[config.mk]
export PLATFORM = sky130hd
export DESIGN_NAME = serial_audio_data_pin_mux
export DESIGN_NICKNAME = d
export VERILOG_FILES = /design/src/pin_sync3.v /design/src/sample_fifo.v /design/src/serial_audio_data_pin_mux.v
export VERILOG_INCLUDE_DIRS = /design/src
export SDC_FILE = /design/constraint.sdc
export NUM_CORES = 1
export LEC_CHECK = 0
export CAP_MARGIN = 10
export CORE_MARGIN = 1.5
export CORE_UTILIZATION = 40
export CTS_CLUSTER_DIAMETER = 40
export CTS_CLUSTER_SIZE = 12
export DETAILED_ROUTE_END_ITERATION = 10
export DONT_BUFFER_PORTS = 1
export PLACE_DENSITY = 0.51
export SLEW_MARGIN = 20
export SYNTH_ARGS = -nofsm -noshare
export SYNTH_HDL_FRONTEND = slang
export SYNTH_HIERARCHICAL = 1
export SYNTH_SLANG_ARGS = --single-unit
[constraint.sdc]
create_clock -name i_clk_sys -period 4.7 [get_ports i_clk_sys]
set_input_delay 0.235 -clock i_clk_sys [delete_from_list [all_inputs] [get_ports i_clk_sys]]
set_output_delay 0.235 -clock i_clk_sys [all_outputs]
set_load 0.05 [all_outputs]
[src/audio_pin_mux_consts.vh]
`ifndef AUDIO_PIN_MUX_CONSTS_VH
`define AUDIO_PIN_MUX_CONSTS_VH

// ==========================================
// Line and port counts
`define SHARED_LINES 4
`define TX_ONLY_LINES 2
`define ALL_LINES 6
`define PORT_BITS 7
`define TX_SHIFTERS 6

// ==========================================
// Port bit control codes, two bits per port bit
`define PORT_CTRL_W 2
`define PORT_CTRL_OFF 2'h0
`define PORT_CTRL_IN 2'h1
`define PORT_CTRL_OUT 2'h2
`define PORT_CTRL_OUT_ALT 2'h3

// ==========================================
// Synchroniser and buffering
`define SYNC_STAGES 3
`define RX_WORD_W 4
`define RX_FIFO_DEPTH 4
`define RX_FIFO_AW 2

// ==========================================
// Link timing
`define SYS_PERIOD_NS 20
`define LINK_MIN_PERIOD_NS 160
`define LINK_MIN_PERIOD_CYC ((`LINK_MIN_PERIOD_NS + `SYS_PERIOD_NS - 1) / `SYS_PERIOD_NS)

`endif

[src/pin_sync3.v]
`timescale 1ns/1ps
// ==========================================
// Three-stage synchroniser; a bit changes once stages two and three agree
module pin_sync3 #(
  parameter W = 1
) (
  input wire i_clk_sys,
  input wire i_arst_n,
  input wire [W-1:0] i_async,
  output reg [W-1:0] o_level
);
  reg [W-1:0] stage1_reg;
  reg [W-1:0] stage2_reg;
  reg [W-1:0] stage3_reg;
  integer k;

  always @(posedge i_clk_sys or negedge i_arst_n) begin
    if (!i_arst_n) begin
      stage1_reg <= {W{1'b0}};
      stage2_reg <= {W{1'b0}};
      stage3_reg <= {W{1'b0}};
      o_level <= {W{1'b0}};
    end else begin
      stage1_reg <= i_async;
      stage2_reg <= stage1_reg;
      stage3_reg <= stage2_reg;
      for (k = 0; k < W; k = k + 1) begin
        if (stage2_reg[k] == stage3_reg[k]) begin
          o_level[k] <= stage3_reg[k];
        end
      end
    end
  end
endmodule

[src/sample_fifo.v]
`timescale 1ns/1ps
// ==========================================
// Small synchronous FIFO with valid/ready on both sides
module sample_fifo #(
  parameter WIDTH = 4,
  parameter DEPTH = 4,
  parameter AW = 2
) (
  input wire i_clk_sys,
  input wire i_arst_n,
  input wire i_wr_valid,
  input wire [WIDTH-1:0] i_wr_data,
  output wire o_wr_ready,
  output wire o_rd_valid,
  output wire [WIDTH-1:0] o_rd_data,
  input wire i_rd_ready
);
  reg [WIDTH-1:0] mem [0:DEPTH-1];
  reg [AW-1:0] wptr_reg;
  reg [AW-1:0] rptr_reg;
  reg [AW:0] count_reg;
  wire push;
  wire pop;

  assign o_wr_ready = (count_reg != DEPTH[AW:0]);
  assign o_rd_valid = (count_reg != {(AW+1){1'b0}});
  assign o_rd_data = mem[rptr_reg];
  assign push = i_wr_valid && o_wr_ready;
  assign pop = o_rd_valid && i_rd_ready;

  function [AW-1:0] ptr_inc;
    input [AW-1:0] p;
    begin
      if (p == DEPTH[AW-1:0] - 1'b1) begin
        ptr_inc = {AW{1'b0}};
      end else begin
        ptr_inc = p + 1'b1;
      end
    end
  endfunction

  always @(posedge i_clk_sys) begin
    if (push) begin
      mem[wptr_reg] <= i_wr_data;
    end
  end

  always @(posedge i_clk_sys or negedge i_arst_n) begin
    if (!i_arst_n) begin
      wptr_reg <= {AW{1'b0}};
      rptr_reg <= {AW{1'b0}};
      count_reg <= {(AW+1){1'b0}};
    end else begin
      if (push) begin
        wptr_reg <= ptr_inc(wptr_reg);
      end
      if (pop) begin
        rptr_reg <= ptr_inc(rptr_reg);
      end
      if (push && !pop) begin
        count_reg <= count_reg + 1'b1;
      end else if (pop && !push) begin
        count_reg <= count_reg - 1'b1;
      end
    end
  end
endmodule

[src/serial_audio_data_pin_mux.v]
`timescale 1ns/1ps
`include "audio_pin_mux_consts.vh"

module serial_audio_data_pin_mux (
  input wire i_clk_sys,
  input wire i_arst_n,
  // Mode and line setup
  input wire i_gpio_mode,
  input wire [`ALL_LINES-1:0] i_line_enable,
  input wire [`SHARED_LINES-1:0] i_line_is_tx,
  // General-purpose port: bit 0 is port bit three, bits 1..6 are port bits six..eleven
  input wire [`PORT_BITS*`PORT_CTRL_W-1:0] i_port_ctrl,
  input wire [`PORT_BITS-1:0] i_port_data_out,
  output reg [`PORT_BITS-1:0] o_port_data_in,
  // Transmit shifter serial outputs, indexed by shifter number
  input wire [`TX_SHIFTERS-1:0] i_transmit_shifter_bits,
  // Receive bit clock from the link
  input wire i_rx_bit_clk,
  // Receive words toward receive shifters zero..three
  output reg o_rx_valid,
  output reg [`RX_WORD_W-1:0] o_rx_bits,
  input wire i_rx_ready,
  output reg o_rx_overrun,
  input wire i_rx_overrun_clr,
  // Port bit three pin
  input wire i_port_bit_three_in,
  output reg o_port_bit_three_out,
  output reg o_port_bit_three_oe,
  // Shared line pins
  input wire i_shared_line_five_zero_in,
  output reg o_shared_line_five_zero_out,
  output reg o_shared_line_five_zero_oe,
  input wire i_shared_line_four_one_in,
  output reg o_shared_line_four_one_out,
  output reg o_shared_line_four_one_oe,
  input wire i_shared_line_three_two_in,
  output reg o_shared_line_three_two_out,
  output reg o_shared_line_three_two_oe,
  input wire i_shared_line_two_three_in,
  output reg o_shared_line_two_three_out,
  output reg o_shared_line_two_three_oe,
  // Transmit-only line pins
  input wire i_transmit_only_line_one_in,
  output reg o_transmit_only_line_one,
  output reg o_transmit_only_line_one_oe,
  input wire i_transmit_only_line_zero_in,
  output reg o_transmit_only_line_zero,
  output reg o_transmit_only_line_zero_oe
);

  // ==========================================
  // Pin input synchronisation
  // Bit clock rides in the same synchroniser as the data so both settle together
  wire [`PORT_BITS:0] pin_raw;
  wire [`PORT_BITS:0] pin_sync;
  wire [`PORT_BITS-1:0] pin_level;
  wire bit_clk_level;
  reg bit_clk_prev_reg;
  wire bit_clk_rise;

  assign pin_raw = {i_rx_bit_clk,
                    i_transmit_only_line_zero_in,
                    i_transmit_only_line_one_in,
                    i_shared_line_two_three_in,
                    i_shared_line_three_two_in,
                    i_shared_line_four_one_in,
                    i_shared_line_five_zero_in,
                    i_port_bit_three_in};

  pin_sync3 #(
    .W(`PORT_BITS + 1)
  ) u_pin_sync (
    .i_clk_sys(i_clk_sys),
    .i_arst_n(i_arst_n),
    .i_async(pin_raw),
    .o_level(pin_sync)
  );

  assign pin_level = pin_sync[`PORT_BITS-1:0];
  assign bit_clk_level = pin_sync[`PORT_BITS];
  assign bit_clk_rise = bit_clk_level && !bit_clk_prev_reg;

  // ==========================================
  // Per-pin drive decisions
  function [1:0] port_ctrl_of;
    input [`PORT_BITS*`PORT_CTRL_W-1:0] ctrl;
    input integer idx;
    begin
      port_ctrl_of = ctrl[idx*`PORT_CTRL_W +: `PORT_CTRL_W];
    end
  endfunction

  function port_drives;
    input [1:0] code;
    begin
      port_drives = (code == `PORT_CTRL_OUT) || (code == `PORT_CTRL_OUT_ALT);
    end
  endfunction

  // Transmit shifter that feeds each line: lines 0..5 take shifters 5..0
  function [2:0] tx_index_of_line;
    input integer line;
    begin
      tx_index_of_line = 3'h5 - line[2:0];
    end
  endfunction

  reg [`PORT_BITS-1:0] out_next;
  reg [`PORT_BITS-1:0] oe_next;
  reg [`PORT_BITS-1:0] gpio_sample_en;
  reg [`SHARED_LINES-1:0] rx_enable;
  integer n;

  always @* begin
    out_next = {`PORT_BITS{1'b0}};
    oe_next = {`PORT_BITS{1'b0}};
    gpio_sample_en = {`PORT_BITS{1'b0}};
    rx_enable = {`SHARED_LINES{1'b0}};
    if (i_gpio_mode) begin
      for (n = 0; n < `PORT_BITS; n = n + 1) begin
        // Output only when programmed so; off and input never drive
        oe_next[n] = port_drives(port_ctrl_of(i_port_ctrl, n));
        out_next[n] = oe_next[n] && i_port_data_out[n];
        gpio_sample_en[n] = (port_ctrl_of(i_port_ctrl, n) == `PORT_CTRL_IN);
      end
    end else begin
      // Port bit three belongs to another serial function here; keep it quiet
      for (n = 0; n < `SHARED_LINES; n = n + 1) begin
        if (i_line_enable[n] && i_line_is_tx[n]) begin
          oe_next[n+1] = 1'b1;
          out_next[n+1] = i_transmit_shifter_bits[tx_index_of_line(n)];
        end else if (i_line_enable[n]) begin
          rx_enable[n] = 1'b1;
        end
      end
      for (n = `SHARED_LINES; n < `ALL_LINES; n = n + 1) begin
        if (i_line_enable[n]) begin
          oe_next[n+1] = 1'b1;
          out_next[n+1] = i_transmit_shifter_bits[tx_index_of_line(n)];
        end
      end
    end
  end

  // ==========================================
  // Registered pin drive; reset leaves every line disconnected
  always @(posedge i_clk_sys or negedge i_arst_n) begin
    if (!i_arst_n) begin
      o_port_bit_three_out <= 1'b0;
      o_port_bit_three_oe <= 1'b0;
      o_shared_line_five_zero_out <= 1'b0;
      o_shared_line_five_zero_oe <= 1'b0;
      o_shared_line_four_one_out <= 1'b0;
      o_shared_line_four_one_oe <= 1'b0;
      o_shared_line_three_two_out <= 1'b0;
      o_shared_line_three_two_oe <= 1'b0;
      o_shared_line_two_three_out <= 1'b0;
      o_shared_line_two_three_oe <= 1'b0;
      o_transmit_only_line_one <= 1'b0;
      o_transmit_only_line_one_oe <= 1'b0;
      o_transmit_only_line_zero <= 1'b0;
      o_transmit_only_line_zero_oe <= 1'b0;
      o_port_data_in <= {`PORT_BITS{1'b0}};
    end else begin
      o_port_bit_three_out <= out_next[0];
      o_port_bit_three_oe <= oe_next[0];
      o_shared_line_five_zero_out <= out_next[1];
      o_shared_line_five_zero_oe <= oe_next[1];
      o_shared_line_four_one_out <= out_next[2];
      o_shared_line_four_one_oe <= oe_next[2];
      o_shared_line_three_two_out <= out_next[3];
      o_shared_line_three_two_oe <= oe_next[3];
      o_shared_line_two_three_out <= out_next[4];
      o_shared_line_two_three_oe <= oe_next[4];
      o_transmit_only_line_one <= out_next[5];
      o_transmit_only_line_one_oe <= oe_next[5];
      o_transmit_only_line_zero <= out_next[6];
      o_transmit_only_line_zero_oe <= oe_next[6];
      // Disconnected and output bits read as zero, not the pin
      o_port_data_in <= pin_level & gpio_sample_en;
    end
  end

  // ==========================================
  // Receive capture on each bit clock rising edge while a shared line is enabled for receive
  // Word bit k goes to receive shifter k; shared line k feeds shifter k
  wire [`RX_WORD_W-1:0] rx_capture;
  wire cap_valid;
  wire fifo_wr_ready;
  wire fifo_rd_valid;
  wire [`RX_WORD_W-1:0] fifo_rd_data;
  wire fifo_pop;

  assign rx_capture = pin_level[`SHARED_LINES:1] & rx_enable;
  assign cap_valid = bit_clk_rise && (|rx_enable);
  assign fifo_pop = fifo_rd_valid && (!o_rx_valid || i_rx_ready);

  sample_fifo #(
    .WIDTH(`RX_WORD_W),
    .DEPTH(`RX_FIFO_DEPTH),
    .AW(`RX_FIFO_AW)
  ) u_rx_fifo (
    .i_clk_sys(i_clk_sys),
    .i_arst_n(i_arst_n),
    .i_wr_valid(cap_valid),
    .i_wr_data(rx_capture),
    .o_wr_ready(fifo_wr_ready),
    .o_rd_valid(fifo_rd_valid),
    .o_rd_data(fifo_rd_data),
    .i_rd_ready(fifo_pop)
  );

  // Bit clock cannot be stalled, so a capture into a full FIFO is lost and flagged
  always @(posedge i_clk_sys or negedge i_arst_n) begin
    if (!i_arst_n) begin
      bit_clk_prev_reg <= 1'b0;
      o_rx_valid <= 1'b0;
      o_rx_bits <= {`RX_WORD_W{1'b0}};
      o_rx_overrun <= 1'b0;
    end else begin
      bit_clk_prev_reg <= bit_clk_level;
      if (fifo_pop) begin
        o_rx_valid <= 1'b1;
        o_rx_bits <= fifo_rd_data;
      end else if (i_rx_ready) begin
        o_rx_valid <= 1'b0;
      end
      // Set wins over clear
      if (cap_valid && !fifo_wr_ready) begin
        o_rx_overrun <= 1'b1;
      end else if (i_rx_overrun_clr) begin
        o_rx_overrun <= 1'b0;
      end
    end
  end
endmodule

==> metrics.log <==
INFO  metric synth_area_leaders = dfrtp_1 (55%), edfxtp_1 (16%), mux2_2 (3.3%), maj3_2 (2.9%), mux4_2 (2.9%)
INFO  metric layout-drive-gt1-share = 0.2279
INFO  metric static-leakage-power = 1.513 nW
INFO  metric antenna_found_initial = 0
INFO  metric rsz_0062_raised_after_global_routing = false
INFO  metric globalRouteTotalUtil = 0.1383
INFO  metric cts-root-buf = clkbuf_8
INFO  metric final-instance-count-excl-fill = 314
INFO  metric minimum_setup_slack_in_the_final_design = 2.239 ns
INFO  metric postRouteWirelength = 5.269 mm
INFO  metric layout.filler_cells = 657
INFO  metric grt_first_pass_wirelength = 8.528 mm
INFO  metric ioPinCount = 77
INFO  metric grt_pass1_vias = 1773
INFO  metric drtPass1Iterations = 4
INFO  metric cts_tree = yes
INFO  metric final_nets = 267
INFO  metric clk_path_buf_depth = 2
INFO  metric path_clk_slew = 0.08 ns
INFO  metric globalRoute.totalOverflow = 0
INFO  metric finalSetupTns = 0 ns
INFO  metric setup.worst_path.end_class = flop
INFO  metric post_dr_vias_cell = 4.968
INFO  metric drv_cap = 0
INFO  metric max-slew-margin-rel = 0.6627
INFO  metric ir_worst_vdd = 0.2061 mV
INFO  metric seq_area_frac_synth = 0.7048
INFO  metric drc = 0
INFO  metric synth.avg_cell_area = 15.94 sq um
INFO  metric finished_cell_area = 0.003517 sq mm
INFO  metric final_min_period_over_clock_period = 0.5236
INFO  metric power-per-cell-area = 511.9 mW/mm^2
INFO  metric critical_path_arrival = 2.72 ns
INFO  metric min_delay_path_depth = 2
INFO  metric place.gp.congestion = 0.6667
INFO  metric yosys.area.top_type = dfrtp_1
INFO  metric die_x = 90.47 um
INFO  metric synth-seq-cells = 83
INFO  metric via_count = 1560
INFO  metric timing.hold.worst_endpoint = o_shared_line_four_one_oe
INFO  metric worst_pin_slew = 0.4991 ns
INFO  metric die_area = 0.008185 sq mm
INFO  metric worst_hold_startpoint = i_port_ctrl[5]
INFO  metric timing.rr.start = u_rx_fifo/count_reg[0]
INFO  metric grt_max_degree = 68
INFO  metric cts_max_level = 3
INFO  metric ys_types = 34
INFO  metric effective_utilization_at_floorplan = 0.4175
INFO  metric hold_path_class = input pin to flop
INFO  metric cts.sink_count = 83
INFO  metric fraction_of_post_synthesis_cell_area_in_the_top_cell_type_by_area = 0.5478
INFO  metric ff2ff_path_depth = 10
INFO  metric critPathLaunchType = flop
INFO  metric rr_endpoint = u_rx_fifo/count_reg[2]
INFO  metric synth_cells = 192
INFO  metric power.total = 1.800 mW
INFO  metric synth_fp_nets = 249
INFO  metric cts_made_buffers = 9
INFO  metric place_hpwl = 3.655 mm
INFO  metric regMostFlops = u_rx_fifo/mem
INFO  metric antenna_cells = 0
INFO  metric die-height = 90.47 um
INFO  metric maxSlewViolCount = 0
INFO  metric largest_register_ff_count = 16
INFO  metric outcome = completed
INFO  metric growth_of_design_area_from_synthesis_to_finish = 14.92%
INFO  metric number_of_warning_messages_in_the_yosys_log = 6
INFO  metric place.detailed.instances = 286
INFO  metric worst_path_max_fanout = 5
INFO  metric max_clock_freq = 406.4 MHz
INFO  metric rows = 31
INFO  metric ant_nets = 0
INFO  metric final_period_minus_worst_setup_slack = 2.461 ns
INFO  metric clk-insertion-delay-late = 0.34 ns
INFO  metric hold-worst-slack = 0.01783 ns
INFO  metric required = 4.96 ns
INFO  metric fin_util = 0.4798
INFO  metric regToRegSetupSlack = 2.24 ns
INFO  metric hold_violations = 0
INFO  metric netlist_area = 0.003060 sq mm
INFO  metric path_class = flop to flop
INFO  metric io_buffer_count = 0
INFO  metric postPlaceCellArea = 0.003161 sq mm
INFO  metric post_cts_buffers = 0
INFO  metric drt-initial-drc-count = 101
INFO  metric fin_clk_skew = 0.007368 ns
INFO  metric design.core.area = 0.007331 sq mm
INFO  metric setup_viols_final = 0
INFO  metric detailedPlace.worstSlack = 2.243 ns
INFO  metric detail_route.wl_per_cell = 16.78 um
-- power breakdown --
group,switching (mW),leakage [nW],internal [mW]
clock network,0.240,0.108,0.288
logic,0.107,0.445,0.160
registers,0.186,0.960,0.818
total,0.533,1.51,1.27
-- per-layer routing --
layer | vias up | GRT usage | share of wire
met4 | 0 | 0.05556 | 0.013
met3 | 7 | 0.06313 | 0.063
li1 | 712 | - | -
met1 | 793 | 0.1461 | 0.38
met2 | 48 | 0.2381 | 0.54
met5 | - | 0 | 0
-- cell usage after synthesis --
master      n
and3_1      1
o32ai_1     1
and2b_1     1
and3b_2     1
buf_4       1
dfrtp_1    67
inv_1       6
mux2_2      9
nor2b_2     1
nor4bb_1    1
or3_2       1
and2_1      1
edfxtp_1   16
o21ai_0    10
and4b_1     7
buf_2       1
nand3_1    10
or3b_4      1
mux4_2      4
ha_1        6
nand2_1    13
and2_4      1
a2111oi_4   1
mux2_4      2
clkbuf_1    3
nand2b_1    2
xnor2_1     1
nor2_1      5
maj3_2      8
fa_1        1
and3_2      4
and3b_1     2
xor2_1      2
nor2b_4     1
-- cells in the final DEF (no fill, tap or decap), types with 3 or more instances in the layout --
cell	n
dfrtp_1	67
dlygate4sd3_1	11
mux2_2	9
nand2_1	13
clkbuf_8	9
o21ai_0	10
inv_1	6
clkbuf_16	3
edfxtp_1	16
nor2_1	5
maj3_2	8
nand3_1	10
ha_1	6
mux4_2	4
and3_2	4
and4b_1	7
-- critical path, cell delays in order, from the launching register on --
cell,delay (ns)
dfrtp_1,0.44
or3_2,0.49
nand2_1,0.19
inv_1,0.06
nand2_1,0.12
ha_1,0.21
inv_1,0.06
fa_1,0.37
xor2_1,0.16
nor2_1,0.13
xor2_1,0.16
-- timing repair --
item                                   in CTS  in global routing
hold buffers                               12                  0
resized for setup                           0                  0
endpoints found under the hold margin      85                  0
-- worst max-delay path by stage --
stage               slack, ns                     end                   start
global route             2.07  u_rx_fifo/count_reg[2]  u_rx_fifo/count_reg[0]
floorplan                2.47  u_rx_fifo/count_reg[2]  u_rx_fifo/count_reg[0]
finish                   2.24  u_rx_fifo/count_reg[2]  u_rx_fifo/count_reg[0]
detailed placement       2.24  u_rx_fifo/count_reg[2]  u_rx_fifo/count_reg[0]
global placement         2.38  u_rx_fifo/count_reg[2]  u_rx_fifo/count_reg[0]
CTS                      2.22  u_rx_fifo/count_reg[2]  u_rx_fifo/count_reg[0]
-- cells by family (layout without fill, tap and decap cells) --
group	after synthesis	in the layout	share of synthesized area
AO/OA/AOI/OAI	12	12	0.02821
XOR/XNOR	3	3	0.008587
adder cells (fa/ha/maj)	15	15	0.06051
buffers and inverters	11	34	0.01513
flip-flops	83	83	0.7048
multiplexers	15	15	0.07237
AND/OR/NAND/NOR	53	53	0.1104
-- cell type report --
class / count / area, sq um / area share
Clock buffer: 14 / 206.4 / 0.05870
Clock inverter: 2 / 12.51 / 0.003557
Inverter: 6 / 22.52 / 0.006403
Multi-Input combinational cell: 98 / 857.1 / 0.2437
Sequential cell: 83 / 2157 / 0.6133
Tap cell: 99 / 123.9 / 0.03522
Timing Repair Buffer: 12 / 137.6 / 0.03913
(Power assumes the default switching activity.)
